--- src/logic/dcx_pkg.sv ---
// Purpose: constants shared by the down-counter exception timer files
// Assumes: big-endian bit numbering of the 64-bit machine state word (bit 0 = msb)
// Notes:   positions are given as architectural bit numbers, converted by be64()
package dcx_pkg;

  // ----------------------------------------------------------------
  // register map (byte addresses, one aligned 32-bit word each)
  // ----------------------------------------------------------------
  localparam int unsigned APB_AW        = 12;
  localparam logic [11:0] ADDR_COUNT    = 12'h000;
  localparam logic [11:0] ADDR_STATUS   = 12'h004;
  localparam logic [11:0] ADDR_MASK     = 12'h008;
  localparam logic [11:0] ADDR_SNAPSHOT = 12'h00c;

  // ----------------------------------------------------------------
  // reset values and field positions
  // ----------------------------------------------------------------
  localparam logic [31:0] COUNT_RESET   = 32'h0000_0000;
  localparam logic        PEND_RESET    = 1'b0;
  localparam logic        MASK_RESET    = 1'b0;
  localparam int unsigned STAT_PEND_BIT = 0;

  // machine state word fields, architectural numbering
  localparam int unsigned MSW_WIDE_MODE = 0;
  localparam int unsigned MSW_WIDE_ON_I = 2;
  localparam int unsigned MSW_POW       = 45;
  localparam int unsigned MSW_ILE       = 47;
  localparam int unsigned MSW_EE        = 48;
  localparam int unsigned MSW_PRIV      = 49;
  localparam int unsigned MSW_FP        = 50;
  localparam int unsigned MSW_FE0       = 52;
  localparam int unsigned MSW_SE        = 53;
  localparam int unsigned MSW_BE        = 54;
  localparam int unsigned MSW_FE1       = 55;
  localparam int unsigned MSW_VEC_SEL   = 57;
  localparam int unsigned MSW_IR        = 58;
  localparam int unsigned MSW_DR        = 59;
  localparam int unsigned MSW_RI        = 62;
  localparam int unsigned MSW_LE        = 63;

  // save/restore state: copied and cleared fields, as masks in vector bit order (bit 63 = architectural bit 0)
  localparam logic [63:0] SRS_COPY_MASK  = 64'h8000_0000_0000_0000 |
                                           64'h0000_0000_0000_ff00 |
                                           64'h0000_0000_0000_0070 |
                                           64'h0000_0000_0000_0003;
  localparam logic [63:0] SRS_CLEAR_MASK = 64'h0000_0000_7800_0000 |
                                           64'h0000_0000_003f_0000;

  // exception vector
  localparam logic [63:0] VEC_OFFSET    = 64'h0000_0000_0000_0900;

  function automatic int unsigned be64(input int unsigned n);
    return 63 - n;
  endfunction

endpackage

--- src/logic/dcx_timer.sv ---
// Purpose: software-loadable down counter raising a counter exception to the core
// Assumes: tick_i is an asynchronous time-base tick level from a pin; core
//          inputs are synchronous to clk_sys_i
// Notes:   registers over APB with zero wait states; one level interrupt output
//
// Local design decisions: the APB interface to the registers and the address map.
`timescale 1ns/1ps

// Functional notes
// - take only when pending, unblocked, interrupts enabled
// - count down, request on passing zero
// - request pends until taken, taking clears it
// - counter and time base share one tick
// - reading count has no side effect
// - software write replaces whole count
// - msb rising from 0 to 1 requests
// - several requests merge into one exception
// - software write raising msb also requests
// - save next instruction address on entry
// - saved state: copy bit 0, clear fields
// - saved state copies the listed state fields
// - further state bits may also be saved
// - fetch resumes at vector offset from base
// - wide-mode-on-interrupt copied into wide mode
module dcx_timer
  import dcx_pkg::*;
#(
  parameter int unsigned CNT_WIDTH        = 32,
  parameter logic        WIDE_ON_INT_IMPL = 1'b1,
  parameter logic [63:0] EXTRA_COPY_MASK  = 64'h0000_0000_0000_0000,
  parameter logic [63:0] VEC_BASE_LOW     = 64'h0000_0000_0000_0000,
  parameter logic [63:0] VEC_BASE_HIGH    = 64'h0000_0000_0010_0000
) (
  input  wire logic              clk_sys_i,
  input  wire logic              arst_n_i,
  input  wire logic              ce_i,
  // apb slave
  input  wire logic              psel_i,
  input  wire logic              penable_i,
  input  wire logic              pwrite_i,
  input  wire logic [APB_AW-1:0] paddr_i,
  input  wire logic [31:0]       pwdata_i,
  output logic      [31:0]       prdata_o,
  output logic                   pready_o,
  output logic                   pslverr_o,
  // time base
  input  wire logic              tick_i,
  output logic                   timebase_tick_o,
  // core side
  input  wire logic [63:0]       machine_state_word_i,
  input  wire logic [63:0]       next_insn_addr_i,
  input  wire logic              higher_prio_exc_i,
  output logic                   exc_take_o,
  output logic      [63:0]       save_restore_address_o,
  output logic      [63:0]       save_restore_state_o,
  output logic      [63:0]       machine_state_word_o,
  output logic      [63:0]       fetch_address_o,
  output logic                   irq_o
);

  initial begin
    if (CNT_WIDTH < 2 || CNT_WIDTH > 32) begin
      $error("CNT_WIDTH must lie between 2 and 32");
    end
  end

  localparam int unsigned MSB = CNT_WIDTH - 1;

  // ----------------------------------------------------------------
  // tick synchroniser and edge detect
  // ----------------------------------------------------------------
  logic tick_s1_reg;
  logic tick_s2_reg;
  logic tick_s3_reg;
  wire  tick_pulse = tick_s2_reg & ~tick_s3_reg;

  always_ff @(posedge clk_sys_i or negedge arst_n_i) begin
    if (!arst_n_i) begin
      tick_s1_reg <= 1'b0;
      tick_s2_reg <= 1'b0;
      tick_s3_reg <= 1'b0;
    end else if (ce_i) begin
      tick_s1_reg <= tick_i;
      tick_s2_reg <= tick_s1_reg;
      tick_s3_reg <= tick_s2_reg;
    end
  end

  // ----------------------------------------------------------------
  // apb decode
  // ----------------------------------------------------------------
  wire apb_setup  = psel_i & ~penable_i;
  wire apb_access = psel_i & penable_i & pready_o;
  wire hit_count  = (paddr_i == ADDR_COUNT);
  wire hit_status = (paddr_i == ADDR_STATUS);
  wire hit_mask   = (paddr_i == ADDR_MASK);
  wire hit_snap   = (paddr_i == ADDR_SNAPSHOT);
  wire unmapped   = ~(hit_count | hit_status | hit_mask | hit_snap);
  wire wr_count   = apb_access & pwrite_i & hit_count;
  wire wr_status  = apb_access & pwrite_i & hit_status;
  wire wr_mask    = apb_access & pwrite_i & hit_mask;

  // ----------------------------------------------------------------
  // counter
  // ----------------------------------------------------------------
  logic [CNT_WIDTH-1:0] count_reg;
  logic [CNT_WIDTH-1:0] count_next;
  logic                 pend_reg;
  logic                 mask_reg;

  // a write in the same cycle as a tick wins: software owns the value
  assign count_next = wr_count   ? pwdata_i[CNT_WIDTH-1:0] :
                      tick_pulse ? count_reg - 1'b1 :
                                   count_reg;

  // msb rise from either source; a wrap through zero is such a rise
  wire msb_rise = ~count_reg[MSB] & count_next[MSB];

  always_ff @(posedge clk_sys_i or negedge arst_n_i) begin
    if (!arst_n_i) begin
      count_reg <= COUNT_RESET[CNT_WIDTH-1:0];
    end else if (ce_i) begin
      count_reg <= count_next;
    end
  end

  // ----------------------------------------------------------------
  // pending request, taken by the core
  // ----------------------------------------------------------------
  wire msw_ee   = machine_state_word_i[be64(MSW_EE)];
  wire take_now = pend_reg & ~higher_prio_exc_i & msw_ee;
  wire pend_w1c = wr_status & pwdata_i[STAT_PEND_BIT];

  // a new rise in the cycle of a take or clear keeps the request alive
  wire pend_next = msb_rise | (pend_reg & ~take_now & ~pend_w1c);
  wire mask_next = wr_mask ? pwdata_i[STAT_PEND_BIT] : mask_reg;

  always_ff @(posedge clk_sys_i or negedge arst_n_i) begin
    if (!arst_n_i) begin
      pend_reg <= PEND_RESET;
      mask_reg <= MASK_RESET;
      irq_o    <= 1'b0;
    end else if (ce_i) begin
      pend_reg <= pend_next;
      mask_reg <= mask_next;
      irq_o    <= pend_next & mask_next;
    end
  end

  // ----------------------------------------------------------------
  // entry state
  // ----------------------------------------------------------------
  logic [63:0] srs_build;
  logic [63:0] msw_build;

  dcx_state_builder #(
    .WIDE_ON_INT_IMPL (WIDE_ON_INT_IMPL),
    .EXTRA_COPY_MASK  (EXTRA_COPY_MASK)
  ) u_builder (
    .msw_i     (machine_state_word_i),
    .srs_o     (srs_build),
    .msw_new_o (msw_build)
  );

  // vector prefix is left unchanged on entry, so the old one selects the base
  wire [63:0] vec_base = machine_state_word_i[be64(MSW_VEC_SEL)] ? VEC_BASE_HIGH
                                                                  : VEC_BASE_LOW;

  always_ff @(posedge clk_sys_i or negedge arst_n_i) begin
    if (!arst_n_i) begin
      exc_take_o             <= 1'b0;
      save_restore_address_o <= 64'h0;
      save_restore_state_o   <= 64'h0;
      machine_state_word_o   <= 64'h0;
      fetch_address_o        <= 64'h0;
      timebase_tick_o        <= 1'b0;
    end else if (ce_i) begin
      exc_take_o      <= take_now;
      timebase_tick_o <= tick_pulse;
      if (take_now) begin
        save_restore_address_o <= next_insn_addr_i;
        save_restore_state_o   <= srs_build;
        machine_state_word_o   <= msw_build;
        fetch_address_o        <= vec_base | VEC_OFFSET;
      end
    end
  end

  // ----------------------------------------------------------------
  // apb response, zero wait states
  // ----------------------------------------------------------------
  logic [31:0] rd_mux;
  logic [31:0] snap_reg;

  always_comb begin
    rd_mux = 32'h0;
    if (hit_count) begin
      rd_mux[CNT_WIDTH-1:0] = count_reg;
    end else if (hit_status) begin
      rd_mux[STAT_PEND_BIT] = pend_reg;
    end else if (hit_mask) begin
      rd_mux[STAT_PEND_BIT] = mask_reg;
    end else if (hit_snap) begin
      rd_mux = snap_reg;
    end
  end

  always_ff @(posedge clk_sys_i or negedge arst_n_i) begin
    if (!arst_n_i) begin
      pready_o  <= 1'b0;
      pslverr_o <= 1'b0;
      prdata_o  <= 32'h0;
      snap_reg  <= 32'h0;
    end else if (ce_i) begin
      pready_o  <= apb_setup;
      pslverr_o <= apb_setup & unmapped;
      if (apb_setup) begin
        prdata_o <= pwrite_i ? 32'h0 : rd_mux;
      end
      // low word of the last saved address, for software diagnosis
      if (take_now) begin
        snap_reg <= next_insn_addr_i[31:0];
      end
    end
  end
endmodule

--- src/logic/dcx_state_builder.sv ---
// Purpose: builds the saved state word and the new machine state on entry
// Assumes: msw_i is the machine state word seen in the cycle of entry
// Notes:   purely combinational; the caller registers the results
`timescale 1ns/1ps
module dcx_state_builder
  import dcx_pkg::*;
#(
  parameter logic        WIDE_ON_INT_IMPL = 1'b1,
  parameter logic [63:0] EXTRA_COPY_MASK  = 64'h0000_0000_0000_0000
) (
  input  wire logic [63:0] msw_i,
  output logic      [63:0] srs_o,
  output logic      [63:0] msw_new_o
);

  // extra copies may never reach the bits that must read cleared
  localparam logic [63:0] COPY_ALL = (SRS_COPY_MASK | EXTRA_COPY_MASK) & ~SRS_CLEAR_MASK;

  initial begin
    if ((EXTRA_COPY_MASK & SRS_CLEAR_MASK) != 64'h0) begin
      $error("extra copy mask overlaps cleared fields");
    end
  end

  // ----------------------------------------------------------------
  // saved state
  // ----------------------------------------------------------------
  assign srs_o = msw_i & COPY_ALL;

  // ----------------------------------------------------------------
  // new machine state
  // ----------------------------------------------------------------
  always_comb begin
    msw_new_o = msw_i;
    msw_new_o[be64(MSW_POW)] = 1'b0;
    msw_new_o[be64(MSW_EE)]  = 1'b0;
    msw_new_o[be64(MSW_PRIV)] = 1'b0;
    msw_new_o[be64(MSW_FP)]  = 1'b0;
    msw_new_o[be64(MSW_FE0)] = 1'b0;
    msw_new_o[be64(MSW_SE)]  = 1'b0;
    msw_new_o[be64(MSW_BE)]  = 1'b0;
    msw_new_o[be64(MSW_FE1)] = 1'b0;
    msw_new_o[be64(MSW_IR)]  = 1'b0;
    msw_new_o[be64(MSW_DR)]  = 1'b0;
    msw_new_o[be64(MSW_RI)]  = 1'b0;
    msw_new_o[be64(MSW_LE)]  = msw_i[be64(MSW_ILE)];
    if (WIDE_ON_INT_IMPL) begin
      msw_new_o[be64(MSW_WIDE_MODE)] = msw_i[be64(MSW_WIDE_ON_I)];
    end
  end

endmodule

--- config.mk ---
export PLATFORM = sky130hd
export DESIGN_NAME = dcx_timer
export DESIGN_NICKNAME = d
export VERILOG_FILES = /design/src/logic/dcx_pkg.sv /design/src/logic/dcx_timer.sv /design/src/logic/dcx_state_builder.sv
export SDC_FILE = /design/constraint.sdc
export NUM_CORES = 1
export LEC_CHECK = 0
export ABC_AREA = 1
export CAP_MARGIN = 0
export CELL_PAD_IN_SITES_DETAIL_PLACEMENT = 1
export CELL_PAD_IN_SITES_GLOBAL_PLACEMENT = 2
export CORE_AREA = 2 2 184 186
export CTS_CLUSTER_DIAMETER = 200
export DETAILED_ROUTE_END_ITERATION = 8
export DIE_AREA = 0 0 186 188
export DONT_BUFFER_PORTS = 1
export PLACE_DENSITY_LB_ADDON = 0.1
export SLEW_MARGIN = 40
export SYNTH_ARGS = -nofsm -noshare
export SYNTH_HDL_FRONTEND = slang
export SYNTH_SLANG_ARGS = --single-unit
--- constraint.sdc ---
create_clock -name clk_sys_i -period 2.3 [get_ports clk_sys_i]
set_input_delay 0.23 -clock clk_sys_i [delete_from_list [all_inputs] [get_ports clk_sys_i]]
set_output_delay 0.23 -clock clk_sys_i [all_outputs]
set_load 0.01 [all_outputs]
# == Yosys cells after proc, flatten, opt, wreduce, memory -nomap -nowiden ==
# Cells that the tools add are included.
# Widths: inputs -> output; s select.
# op_classes
addsub,1
n_bitwise,27
n_mux,11
eq_ne,3
n_reduce_logical,5
# op_table
op,n
$mux 32,5
$mux 31,2
$sub 32x1->32 const B,1
$eq 12x4->1 const B,2
$mux 21,1
$and 1x1->1,16
$eq 12x3->1 const B,1
$logic_not 12->1,1
$not 1->1,7
$reduce_and 2->1,3
$or 1x1->1,4
$mux 1,3
$reduce_bool 2->1,1
# totals
word_cells,65
regBits,301
out_inout_bits,293

# == Logic depth before layout (Yosys ltp) ==
# Gate-level depths: netlist of the first run.
# depth
ltp_word,9
mapped_depth,11
mapped_depth_nobuf,10

# == Hierarchy ==
# From an unflattened synthesis of the first run, not the netlist that was laid out.
# unflattened
hier_cells,1205
hier_area_um2,12976.2
# modules_own_cells
mod,area_each_um2,seq_area_each_um2,cells_per_inst,n_inst
dcx_timer,12011.5,6706.4,1076,1
dcx_state_builder,964.7,0.0,129,1

# == Worst setup path after synthesis of the first run ==
# No wires, ideal clock.
# synth_path
kind,register to register
start,register count_reg[0]
end,register count_reg[24]
t_arrival_ps,1498
period_less_slack_ps,1585
setup_time_ps,87
stages_incl_launch_ff,11
t_required_ps,2213
n_path_buf,0
setup_slack_ps,715
cell_sequence,dfrtp_1 inv_2 ha_1 nand2_1 nor2_1 inv_1 nor2_1 nand3_1 nand2_1 nand3_1 a22oi_1
# synth_between
elab_chain_cells,3
# synth_lines
item,line_no,text
"start, declared",dcx_timer.sv:106,logic [CNT_WIDTH-1:0] count_reg;
"start signal, assigned",dcx_timer.sv:121,count_reg <= COUNT_RESET[CNT_WIDTH-1:0];
"start signal, assigned",dcx_timer.sv:123,count_reg <= count_next;
$sub 32x1->32,dcx_timer.sv:113,tick_pulse ? count_reg - 1'b1 :
$mux 32,dcx_timer.sv:113,
$mux 32,dcx_timer.sv:112,assign count_next = wr_count ? pwdata_i[CNT_WIDTH-1:0] :
# No other way between the ends. The select of a mux whose other input is x is not followed.
# A chain may end at the register's enable or synchronous reset.

# == Worst setup path in the final report of the first run ==
# layout_path
start,input port ce_i
end,register prdata_o[0]
# layout_between
elab_chain_cells,1
# layout_lines
item,line_no,text
"start, declared",dcx_timer.sv:36,"input wire logic ce_i,"
$reduce_and 2->1 (no line),--,
"end signal, assigned",dcx_timer.sv:218,prdata_o <= pwrite_i ? 32'h0 : rd_mux;
"end, declared",dcx_timer.sv:43,"output logic [31:0] prdata_o,"
# No other way between the ends.

==> results of run 1 <==
[layer usage]
metal	vias to the layer above	part of all wire [%]	global-route usage (%)
met4	2	2.0	4.361
met1	3687	39	23.32
met5	-	0.038	0
li1	3371	-	-
met3	43	7.3	5.710
met2	257	51	33.70
[through the flow]
step                      total power [µW]  instances  hold slack [ps]  util [%]
after floorplan                       5105       1095           -65.59         -
after global placement                5407       1393           -56.41     30.71
after detailed placement              5423       1393           -55.75     30.71
after CTS                            10280       1607           -658.7     38.63
after global routing                 10650       1607           -657.6     38.63
final                                10090       1607           -626.9     38.63
[worst paths after layout]
check                            startpoint                         end  cells past startpoint
worst min-delay path               arst_n_i  save_restore_address_o[55]                      0
worst max register to register     pready_o                    mask_reg                      6
worst min register to register  tick_s1_reg                 tick_s1_reg                      2
min in group clk_sys_i           paddr_i[2]                       irq_o                      5
worst max-delay path                   ce_i                 prdata_o[0]                     10
max in group asynchronous          arst_n_i                prdata_o[16]                      0
[area by class of cell]
cell class / instances / area [µm²]
fill: 3655 / 20320
multi-input combinational: 667 / 4134
timing repair buffer: 187 / 1869
clock buffer: 36 / 748.2
inverter: 55 / 211.5
tap: 448 / 560.5
sequential: 202 / 5055
clock inverter: 12 / 212.7
[critical path: stages]
cell and delay [ps]:
sky130_fd_sc_hd__dlygate4sd3_1 800, sky130_fd_sc_hd__inv_2 210, sky130_fd_sc_hd__nor3_1 330, sky130_fd_sc_hd__inv_2 250, sky130_fd_sc_hd__nor2_2 150, sky130_fd_sc_hd__buf_4 220, sky130_fd_sc_hd__o21ai_0 110, sky130_fd_sc_hd__inv_1 100
sky130_fd_sc_hd__nand2_1 60, sky130_fd_sc_hd__nand2_1 50
[cell usage after synthesis, drive strengths merged (2+ instances only)]
cell	n
clkbuf	8
a22oi	17
xor2	14
dfrtp	202
o22ai	3
nor3	9
nand2	114
a21oi	32
nand4	11
o21ai	55
o211ai	2
mux2	122
inv	54
buf	163
nand3	53
a22o	32
nor2	74
[power by group]
part	switching, µW	internal, µW	total, µW
clock network	1670	2840	4510
logic	1020	621	1640
registers	215	3730	3940
total	2900	7190	10100
[logic make-up after synthesis]
family,after synthesis,synth area share (%)
xor gates and xnor gates,14,1.213
and+or+nand+nor,263,11.32
other,1,0.03709
adders and majority gates,1,0.1237
muxes,122,13.59
buffers and inverters,226,13.88
DFF,202,49.99
AOI/OAI and AO/OA,145,9.838
==> results list, run 1 <==
- Averaged over all synthesized cells, the footprint is 10.38 µm².
* Total gr overflow: 0
* Yosys synthesis warning count: 0
- Setup repair after global routing missed its margin: false
- Std-Cell Rows: 67
* Worst-case vdd ir drop: 0.0005402 V
* CTS Buf Count: 26
* ANT cells: 0
- Drt via density: 4.580
- From synthesis to final layout, the design area changed by 26.51%.
- Worst hold path class: primary input to asynchronous set/reset pin
- Entering global routing, the biggest net connects 203 pins.
* Critical path endpoint category: flip-flop
* Initial antenna violation count: 1
- Gpl congestion: 0.7165
- In this run the worst path has a maximum fanout of 15.
- Aggregate global-route resource usage: 19.32%
* CTS tree: built
- Counting flops per register, the top entry is save_restore_address_o.
* Largest regs: save_restore_address_o: 64 flops, machine_state_word_o: 51 flops
- In this run the cell area of the synthesized design comes to 10110 µm².
- Remaining number of nets flagged by the antenna check after routing: 0
- Starting DRT DRC Count: 291
- CP Data Arrival Time: 2520 ps
* Biggest area contributors in the synthesized netlist: sky130_fd_sc_hd__dfrtp_1, sky130_fd_sc_hd__mux2_2, sky130_fd_sc_hd__buf_4
- Hold WS: -626.9 ps
- Area of the die: 34970 µm²
- Commonest cells after routing, fill and taps aside: sky130_fd_sc_hd__dfrtp_1, sky130_fd_sc_hd__dlygate4sd3_1, sky130_fd_sc_hd__mux2_2, sky130_fd_sc_hd__conb_1, sky130_fd_sc_hd__nand2_1
- Share of synthesized area occupied by flip-flops and latches: 49.99%
* Maximum clock skew at final layout: 18.50 ps
- Wire length of the first global-routing pass: 51180 µm
- DRC violation count after routing: 0
* Register bit count reported by yosys: 202
* Synth Instances: 974
* Shortest period the worst path allows: 2031 ps
- Counting distinct cell types in the post-synthesis netlist gives 39.
- Port buffering added 0 buffers.
- After clock tree synthesis, the clock-pin slew on the worst setup and hold paths is 60 ps.
- In this run the cell area measured after placement is 10170 µm².
- Power spread over the standard cell area amounts to 788.8 nW/µm².
- Predominant post-synthesis flop cell: sky130_fd_sc_hd__dfrtp_1
* Violations in the final reports: hold timing
* Die Span Y: 188 µm
* Initial standard-cell utilization of the core: 30.53%
- In the final layout, the share of cells above drive strength 1 is 19.84%.
- The final layout contains 1320 nets.
- Number of flops mapped to enable cells by yosys: 0
- For this design, the CTS-stage hold fixing added 166 buffers.
- Clock sink total: 202
* Max-slew violation count: 0
- Post-route standard cell area excluding fillers: 12790 µm²
- Post-CTS timing repair inserted 0 buffers for setup.
* Core area: 33110 µm²
* Number of global-route vias before repair: 7991
- PnR worst setup slack: 268.6 ps
- Achievable clock frequency: 492.3 MHz
- After clock tree synthesis, the repair step resized 0 gates.
- Ys async rst share: 100.0%
- Commonest non-fill, non-tap cell in the layout: sky130_fd_sc_hd__dfrtp_1
- At the worst endpoint, the required time is 2790 ps.
* Share of the synthesized area in the top cell type: 49.99%
- Number of flip-flops under the largest register name: 64
* Accumulated negative setup slack: 0 ps
- Worst setup timing slack at the placement stage: 378.2 ps
- Hpwl dp: 23970 µm
* Boundary Pins: 473
* Internal reg-to-reg setup slack: 290 ps
- The first detailed-routing pass ran for 4 iterations.
- The root buffer cell chosen for the clock tree is sky130_fd_sc_hd__clkbuf_16.
- Final WL: 34020 µm
- Total vias in the final route: 7360
* Max clock buf depth: 3
- Dividing the detail-routed wire length by the instance count gives 21.17 µm.
- Dominant cell type by area after synthesis: sky130_fd_sc_hd__dfrtp_1
- Count of endpoints failing setup in the final report: 0
* Clock insertion delay at the later pin of the skew report: 550 ps
- H-tree Lvls: 1
* Run status: complete, but fails checks
- Final hold violations: 202
* # Max-Cap Violations: 0
- Ratio of final minimum period to clock period: 88.32%
- Summed over all cells, the static leakage comes to 0.006238 µW.
- Die boundary width: 186 µm
- Critical Path Source Type: primary input
* Start-to-end type of the worst setup path: primary input to flip-flop
Note: power is estimated with default switching activity, not from simulation.
==> inputs of run 2 (changes only) <==
--- a/config.mk
+++ b/config.mk
@@ -9,13 +9,15 @@
 export CAP_MARGIN = 0
 export CELL_PAD_IN_SITES_DETAIL_PLACEMENT = 1
 export CELL_PAD_IN_SITES_GLOBAL_PLACEMENT = 2
-export CORE_AREA = 2 2 184 186
+export CORE_ASPECT_RATIO = 1.5
+export CORE_MARGIN = 2
+export CORE_UTILIZATION = 39
 export CTS_CLUSTER_DIAMETER = 200
 export DETAILED_ROUTE_END_ITERATION = 8
-export DIE_AREA = 0 0 186 188
 export DONT_BUFFER_PORTS = 1
 export PLACE_DENSITY_LB_ADDON = 0.1
 export SLEW_MARGIN = 40
 export SYNTH_ARGS = -nofsm -noshare
 export SYNTH_HDL_FRONTEND = slang
+export SYNTH_HIERARCHICAL = 1
 export SYNTH_SLANG_ARGS = --single-unit
==> results list, run 2 <==
* Required arrival time at the worst endpoint: 2730 ps
- Cell seen most often among critical-path stages: sky130_fd_sc_hd__inv_1
* Final hold violations: 268
* Met3 WL: 2725 µm
- Std-Cell Rows: 81
- Clock tree synthesis selected as its root buffer the cell sky130_fd_sc_hd__clkbuf_16.
- Gates resized during post-CTS repair numbered 0.
- Predominant post-synthesis flop cell: sky130_fd_sc_hd__dfrtp_1
- Die Span Y: 227.4 µm
* Violations in the final reports: hold timing
- The count of buffers added on input and output ports is 0.
- Counting flops with a built-in enable in the synthesized netlist gives 0.
- Critical Path Source Type: flip-flop
* Worst setup timing slack at the placement stage: 323.4 ps
- Average cell area after synthesis: 10.77 µm²
- Starting DRT DRC Count: 281
- Dividing the detail-routed via count by the number of cells gives 4.911.
- CTS Buf Count: 28
* Final WL: 37400 µm
* Slew at the pin with the worst max-slew slack: 778.8 ps
- In the layout the commonest cells are sky130_fd_sc_hd__dfrtp_1, sky130_fd_sc_hd__dlygate4sd3_1, sky130_fd_sc_hd__mux2_2.
* Achievable clock frequency: 511.4 MHz
- Max-cap violations in this run came to 0.
- After synthesis, flip-flops and latches occupy 51.68% of the total area.
* Die boundary width: 152.9 µm
- The flow ran to the end, but the final reports show violations.
- Biggest area contributors in the synthesized netlist: sky130_fd_sc_hd__dfrtp_1, sky130_fd_sc_hd__mux2_2, sky130_fd_sc_hd__buf_4
- The die covers 34780 µm².
- The worst path needs 1955 ps of the cycle, external delays included.
- Final layout net count: 1483
- Critical path endpoint category: flip-flop
- Worst-case vdd ir drop: 0.0005794 V
- Boundary Pins: 473
* Setup repair bufs after CTS: 0
- Of all nets on the critical path, the largest fanout is 5.
- Setup repair after global routing missed its margin: false
* Count of endpoints failing setup in the final report: 0
* Yosys synthesis warning count: 6
* Wire length of the first global-routing pass: 56290 µm
* Maximum clock skew at final layout: 16.35 ps
- In the global route stage, overall resource usage came out at 20.81%.
- The largest total area in the synthesized netlist belongs to sky130_fd_sc_hd__dfrtp_1.
- The worst pin sits at a relative slew slack of 48.08%.
- Fraction of final layout cells with drive strength greater than 1: 20.35%
* Worst reg2reg path startpoint: count_reg[1]
- Most common library cells after synthesis: sky130_fd_sc_hd__dfrtp_1, sky130_fd_sc_hd__buf_4, sky130_fd_sc_hd__mux2_2, sky130_fd_sc_hd__nor2_1, sky130_fd_sc_hd__nand2_1
- The largest registers in the layout are machine_state_word_o: 64 flops, save_restore_address_o: 64 flops, save_restore_state_o: 64 flops.
- Share of the synthesized area in the top cell type: 51.68%
- The total area inside the core boundary comes to 32740 µm².
- The congestion estimate from routability-driven global placement came to 0.7684.
* H-tree Lvls: 1
* Register bit count reported by yosys: 268
- The slowest stage of the critical path is the sky130_fd_sc_hd__dfrtp_1 cell.
* Average wire per cell in the routed design: 21.52 µm
- In this run the remaining antenna-violating nets after routing total 0.
* Delay of the slowest cell on the worst path: 380 ps
* Max-slew violation count: 0
* Ratio of final minimum period to clock period: 85.01%
* Hold WS: -624.5 ps
- The via count of the first global-routing pass came to 9500.
- In this run, post-CTS hold repair placed 163 buffers.
- In this run the static leakage power is 0.007015 µW.
- Synth Instances: 1205
- The number of antenna violations at the first check in global routing came to 1.
* Power Density: 951.3 nW/µm²
- TritonCTS built the clock tree.
- Number of distinct library cells after synthesis: 41
* Clock sink total: 268
- The worst path meets setup with 344.7 ps of slack.
- Entering global routing, the biggest net connects 269 pins.
- Leading cell type by number of instances after synthesis: sky130_fd_sc_hd__dfrtp_1
- CP Data Arrival Time: 2390 ps
* DRC violation count after routing: 0
- The detailed router put a total of 13000 µm of wire on met1.
* 1st-pass router iterations: 6
- Clock insertion delay at the later pin of the skew report: 560 ps
- Accumulated negative setup slack: 0 ps
- Filler cell count: 3555
* Total vias in the final route: 8535
- Total gr overflow: 0
* First element of the critical path: count_reg[1]
- Area growth from synthesis to final layout: 16.24%
- After clock tree synthesis, the clock-pin slew on the worst setup and hold paths is 60 ps.
- Top routing layer used: met4
* Commonest non-fill, non-tap cell in the layout: sky130_fd_sc_hd__dfrtp_1
- Worst hold path class: primary input to asynchronous set/reset pin
- Max clock buf depth: 3
* Amount of wire on met2 after detailed routing: 20470 µm
- The critical path is of the flip-flop to flip-flop type.
- CP cell instances: inv_1 -> ha_1 -> inv_1 -> nor2_2 -> nand4_1 -> nor2_1 -> nand3_1 -> o21ai_1 -> a21oi_1
- Initial standard-cell utilization of the core: 39.64%
- Summing every instance area after synthesis gives 12980 µm².
- Ys async rst share: 100.0%
- Hpwl dp: 25930 µm
## run 2: cell type report
class	instances	area, µm²	share of cell area (%)
Sequential cell	268	6706	44.46
Timing Repair Buffer	186	1854	12.29
Inverter	90	340.3	2.256
Multi-Input combinational cell	728	4692	31.11
Antenna cell	1	2.502	0.01659
Clock buffer	36	782.0	5.185
Tap cell	415	519.2	3.443
Clock inverter	14	186.4	1.236
## run 2: metrics by stage
stage / instances / area, µm² / hold slack, ps / util (%) / power, µW
finish: 1738 / 15080 / -624.5 / 46.08 / 14350
global route: 1738 / 15080 / -651.6 / 46.08 / 15120
CTS: 1737 / 15080 / -653.0 / 46.07 / 14530
detailed placement: 1524 / 12480 / -56.98 / 38.13 / 9395
global placement: 1524 / 12480 / -59.38 / 38.13 / 9309
floorplan: 1325 / 13430 / -65.59 / - / 8749
## run 2: report_power, final
| group | internal (µW) | leakage, µW | switching [µW] |
|---|---|---|---|
| Sequential | 5750 | 0.00326 | 1390 |
| Clock | 2850 | 0.000472 | 1950 |
| Combinational | 1160 | 0.00328 | 1250 |
## run 2: cell families after synthesis
logic type,Yosys count,synth area share [%]
AOI/OAI and AO/OA,187,9.498
and+or+nand+nor,246,8.244
adders and majority gates,1,0.09641
xor gates and xnor gates,11,0.7424
buffers and inverters,329,15.71
other,2,0.05788
muxes,161,13.97
DFF,268,51.68
## run 2: metal layers
layer / up-vias / track usage [%]
li1: 3900 / -
met1: 4286 / 22.00
met2: 280 / 39.17
met3: 69 / 6.168
met4: 0 / 7.378
met5: - / 0
## run 2: path summary, 6_finish.rpt
check	depth (start not counted)	to	slack, ps
min in group clk_sys_i	5	irq_o	30
setup / recovery	9	count_reg[28]	340
max in group asynchronous	0	prdata_o[19]	2270
hold reg to reg	2	count_reg[31]	490
hold / removal	0	save_restore_address_o[25]	-620
setup reg to reg	9	count_reg[28]	340
## run 2: critical path, delay by kind of cell (launching register included)
family                     cells  cell delay [ps]
DFF                            1              380
adders and majority gates      1              230
and+or+nand+nor                4              790
buffers and inverters          2              190
AOI/OAI and AO/OA              2              240
==> inputs of run 3 (changes only) <==
--- a/config.mk
+++ b/config.mk
@@ -5,13 +5,11 @@
 export SDC_FILE = /design/constraint.sdc
 export NUM_CORES = 1
 export LEC_CHECK = 0
-export ABC_AREA = 1
 export CAP_MARGIN = 0
 export CELL_PAD_IN_SITES_DETAIL_PLACEMENT = 1
 export CELL_PAD_IN_SITES_GLOBAL_PLACEMENT = 2
-export CORE_ASPECT_RATIO = 1.5
 export CORE_MARGIN = 2
-export CORE_UTILIZATION = 39
+export CORE_UTILIZATION = 40
 export CTS_CLUSTER_DIAMETER = 200
 export DETAILED_ROUTE_END_ITERATION = 8
 export DONT_BUFFER_PORTS = 1
==> results list, run 3 <==
* 1st-pass router iterations: 4
* Total vias in the final route: 8229
* Max-slew violation count: 0
- For this run, asynchronously set or reset flops after synthesis account for 100.0%.
- Ranked by total cell area, the synthesized netlist is headed by sky130_fd_sc_hd__dfrtp_1, sky130_fd_sc_hd__mux2_2, sky130_fd_sc_hd__buf_4.
- The internal power of the cells totals 10160 µW.
- Predominant post-synthesis flop cell: sky130_fd_sc_hd__dfrtp_1
- For this configuration, the core starts out at a cell density of 40.31%.
- Number of global-route vias before repair: 8858
- DRC violation count after routing: 0
* Count of endpoints failing setup in the final report: 0
- For the worst setup path, the data arrival time is 2660 ps.
- Counting every sink on the clock net gives 268.
* Wire length of the first global-routing pass: 54560 µm
* Initial antenna violation count: 4
- H-tree Lvls: 1
- Hold Buf Count CTS: 166
* Starting DRT DRC Count: 317
* Critical Path Source Type: flip-flop
* Clock insertion delay at the later pin of the skew report: 570 ps
* Average cell area after synthesis: 11.79 µm²
* Start-to-end type of the worst setup path: flip-flop to flip-flop
- Area growth from synthesis to final layout: 21.03%
- After clock tree synthesis, the clock-pin slew on the worst setup and hold paths is 60 ps.
- The synthesized design contains 0 enable-type register cells.
- Top routing layer used: met5
- OpenSTA, run right after detailed placement, puts the worst setup slack at 54.21 ps.
* Amount of wire on met2 after detailed routing: 18220 µm
- After routing, the total negative slack on setup checks comes to 0 ps.
- Most common library cells after synthesis: sky130_fd_sc_hd__dfrtp_1, sky130_fd_sc_hd__mux2_2, sky130_fd_sc_hd__buf_4, sky130_fd_sc_hd__nand2_1, sky130_fd_sc_hd__clkbuf_1
- Met3 WL: 2957 µm
* Drt via density: 5.036
- After floorplanning, the core was divided into 65 placement rows.
- In this run the power spent charging and discharging nets is 4163 µW.
- Across the whole layout, storage elements account for 6706 µm².
- Syn Std Cell Area: 12650 µm²
- Die boundary width: 181.9 µm
- Critical path endpoint category: flip-flop
- Power Density: 935.5 nW/µm²
- TritonCTS built the clock tree.
- Top fanout value on the critical path: 6
* Total leakage power: 0.006671 µW
- Aggregate global-route resource usage: 21.11%
- The net count of the finished layout is 1388.
* Slew at the pin with the worst max-slew slack: 892.3 ps
* First element of the critical path: count_reg[2]
- Largest regs: machine_state_word_o: 64 flops, save_restore_address_o: 64 flops, save_restore_state_o: 64 flops
- The checks that failed: hold timing.
* Remaining number of nets flagged by the antenna check after routing: 0
- Maximum clock skew at final layout: 10.50 ps
* Count of input and output buffers: 0
- The post-route netlist has 26.73% of its cells at a drive strength greater than 1.
- Worst hold path class: primary input to asynchronous set/reset pin
- Worst-case vdd ir drop: 0.0006541 V
- The number of clock buffers added by TritonCTS is 31.
- Share of synthesized area occupied by flip-flops and latches: 53.00%
* Leading cell type by number of instances after synthesis: sky130_fd_sc_hd__dfrtp_1
- The library cells used most frequently in the layout, excluding fill and tap cells, are sky130_fd_sc_hd__dfrtp_1, sky130_fd_sc_hd__mux2_2, sky130_fd_sc_hd__dlygate4sd3_1.
- In this run the count of I/O pins placed on the die edge is 473.
- Switching part of the total power: 29.06%
- For the worst setup path, the data required time is 2760 ps.
- Max clock buf depth: 3
- The number of hold-slack violations in the final timing report is 268.
- Wires add up to 35740 µm.
- Yosys printed 6 warnings.
* Hpwl dp: 23720 µm
- Internal reg-to-reg setup slack: 100 ps
- Clock power frac: 36.8%
- Die Span Y: 181.9 µm
- Hold WS: -649.0 ps
- Share of the synthesized area in the top cell type: 53.00%
- Average wire per cell in the routed design: 21.87 µm
* Largest net degree at the start of global routing: 269
- Achievable clock frequency: 454.4 MHz
- The number of setup buffers added after CTS is 0.
* Multi-input gate area: 4750 µm²
- Per report_power, the combinational group accounts for 12.3% of the total.
- The startpoint identified for the worst register-to-register timing path is count_reg[2].
- The die covers 33070 µm².
- The run finished, with violations left.
* Commonest non-fill, non-tap cell in the layout: sky130_fd_sc_hd__dfrtp_1
* Filler cell count: 3283
* Ratio of final minimum period to clock period: 95.68%
- Dominant cell type by area after synthesis: sky130_fd_sc_hd__dfrtp_1
* # Max-Cap Violations: 0
- Slew headroom: 40.51%
- Core area: 31390 µm²
* Number of distinct library cells after synthesis: 58
* Register bit count reported by yosys: 268
- The tree is rooted in a sky130_fd_sc_hd__clkbuf_16.
* Layout Utilization: 48.79%
* Detailed-routing wirelength on met1: 13810 µm
* Synth Instances: 1073
- In the post-route analysis, the smallest setup slack over all paths is 99.40 ps.
- After global routing the overflow that remains totals 0.
- Setup repair after global routing left no endpoint under its margin.
- Shortest period the worst path allows: 2201 ps
* Gpl congestion: 0.7770
* Sequential power share: 50.9%
==> run 3: cell types whose count changed in the layout (fill, tap and decap cells not counted), sizes merged, moves of 22 or more <==
cell and delta:
a21oi -22, inv -80, a22o -30, nand2 -34, buf +40, nor2 -79, o22ai -29, mux2 +38
==> run 3: cells by family (layout without fill, tap and decap cells) <==
| family | after synthesis | after routing | synth area share (%) |
|---|---|---|---|
| adders and majority gates | 1 | 1 | 0.09886 |
| other | 2 | 123 | 0.05935 |
| AOI/OAI and AO/OA | 164 | 164 | 8.137 |
| DFF | 268 | 268 | 53.00 |
| buffers and inverters | 256 | 294 | 13.34 |
| xor gates and xnor gates | 1 | 1 | 0.06922 |
| muxes | 201 | 201 | 17.87 |
| and+or+nand+nor | 180 | 180 | 7.435 |
==> run 3: power by group through the flow <==
stage	clock network [µW]	logic (µW)	registers, µW
global placement	0	1430	7350
floorplan	0	1440	6910
CTS	5430	1760	7290
global route	5640	1960	7410
detailed placement	0	1490	7370
finish	5270	1770	7290
==> run 3: metrics by stage <==
stage / hold WS [ps] / power [µW] / instances / instance area, µm²
final: -649.0 / 14330 / 1634 / 15320
after global routing: -679.3 / 15010 / 1633 / 15310
after CTS: -679.6 / 14480 / 1633 / 15290
after detailed placement: -60.20 / 8864 / 1410 / 12510
after global placement: -58.42 / 8774 / 1410 / 12510
after floorplan: -65.59 / 8355 / 1193 / 13110
==> run 3: worst paths after layout <==
kind                                       endpoint  depth (start not counted)
setup / recovery                      count_reg[27]                          5
hold / removal              save_restore_state_o[7]                          0
setup reg to reg                      count_reg[27]                          5
hold reg to reg                         tick_s2_reg                          1
max in group asynchronous  machine_state_word_o[59]                          0
min in group clk_sys_i                 count_reg[6]                          4
==> run 3: timing repair <==
item | CTS | global route
endpoints found under the setup margin | 0 | 6
resized for setup | 0 | 7
endpoints found under the hold margin | 443 | 268
==> run 3: routing by layer <==
| layer | GRT usage, % | up-vias |
|---|---|---|
| met1 | 24.58 | 4163 |
| met2 | 38.01 | 276 |
| met5 | 0 | - |
| li1 | - | 3735 |
| met3 | 6.779 | 49 |
| met4 | 4.581 | 6 |
==> run 3: critical path: stages (launching register included) <==
cell and delay, ps:
sky130_fd_sc_hd__dfrtp_1 480, sky130_fd_sc_hd__nor4_1 390, sky130_fd_sc_hd__nand4_1 200, sky130_fd_sc_hd__or4_1 540
sky130_fd_sc_hd__and3_1 210, sky130_fd_sc_hd__a211o_1 270
==> run 3: final cells by class <==
type | instances | area share (%)
repair buffers | 228 | 14.44
clock inverters | 13 | 1.397
diodes | 1 | 0.01634
clock buffers | 44 | 5.841
well taps | 402 | 3.284
flip-flops and latches | 268 | 43.79
multi-input cells | 669 | 31.01
inverters | 9 | 0.2206
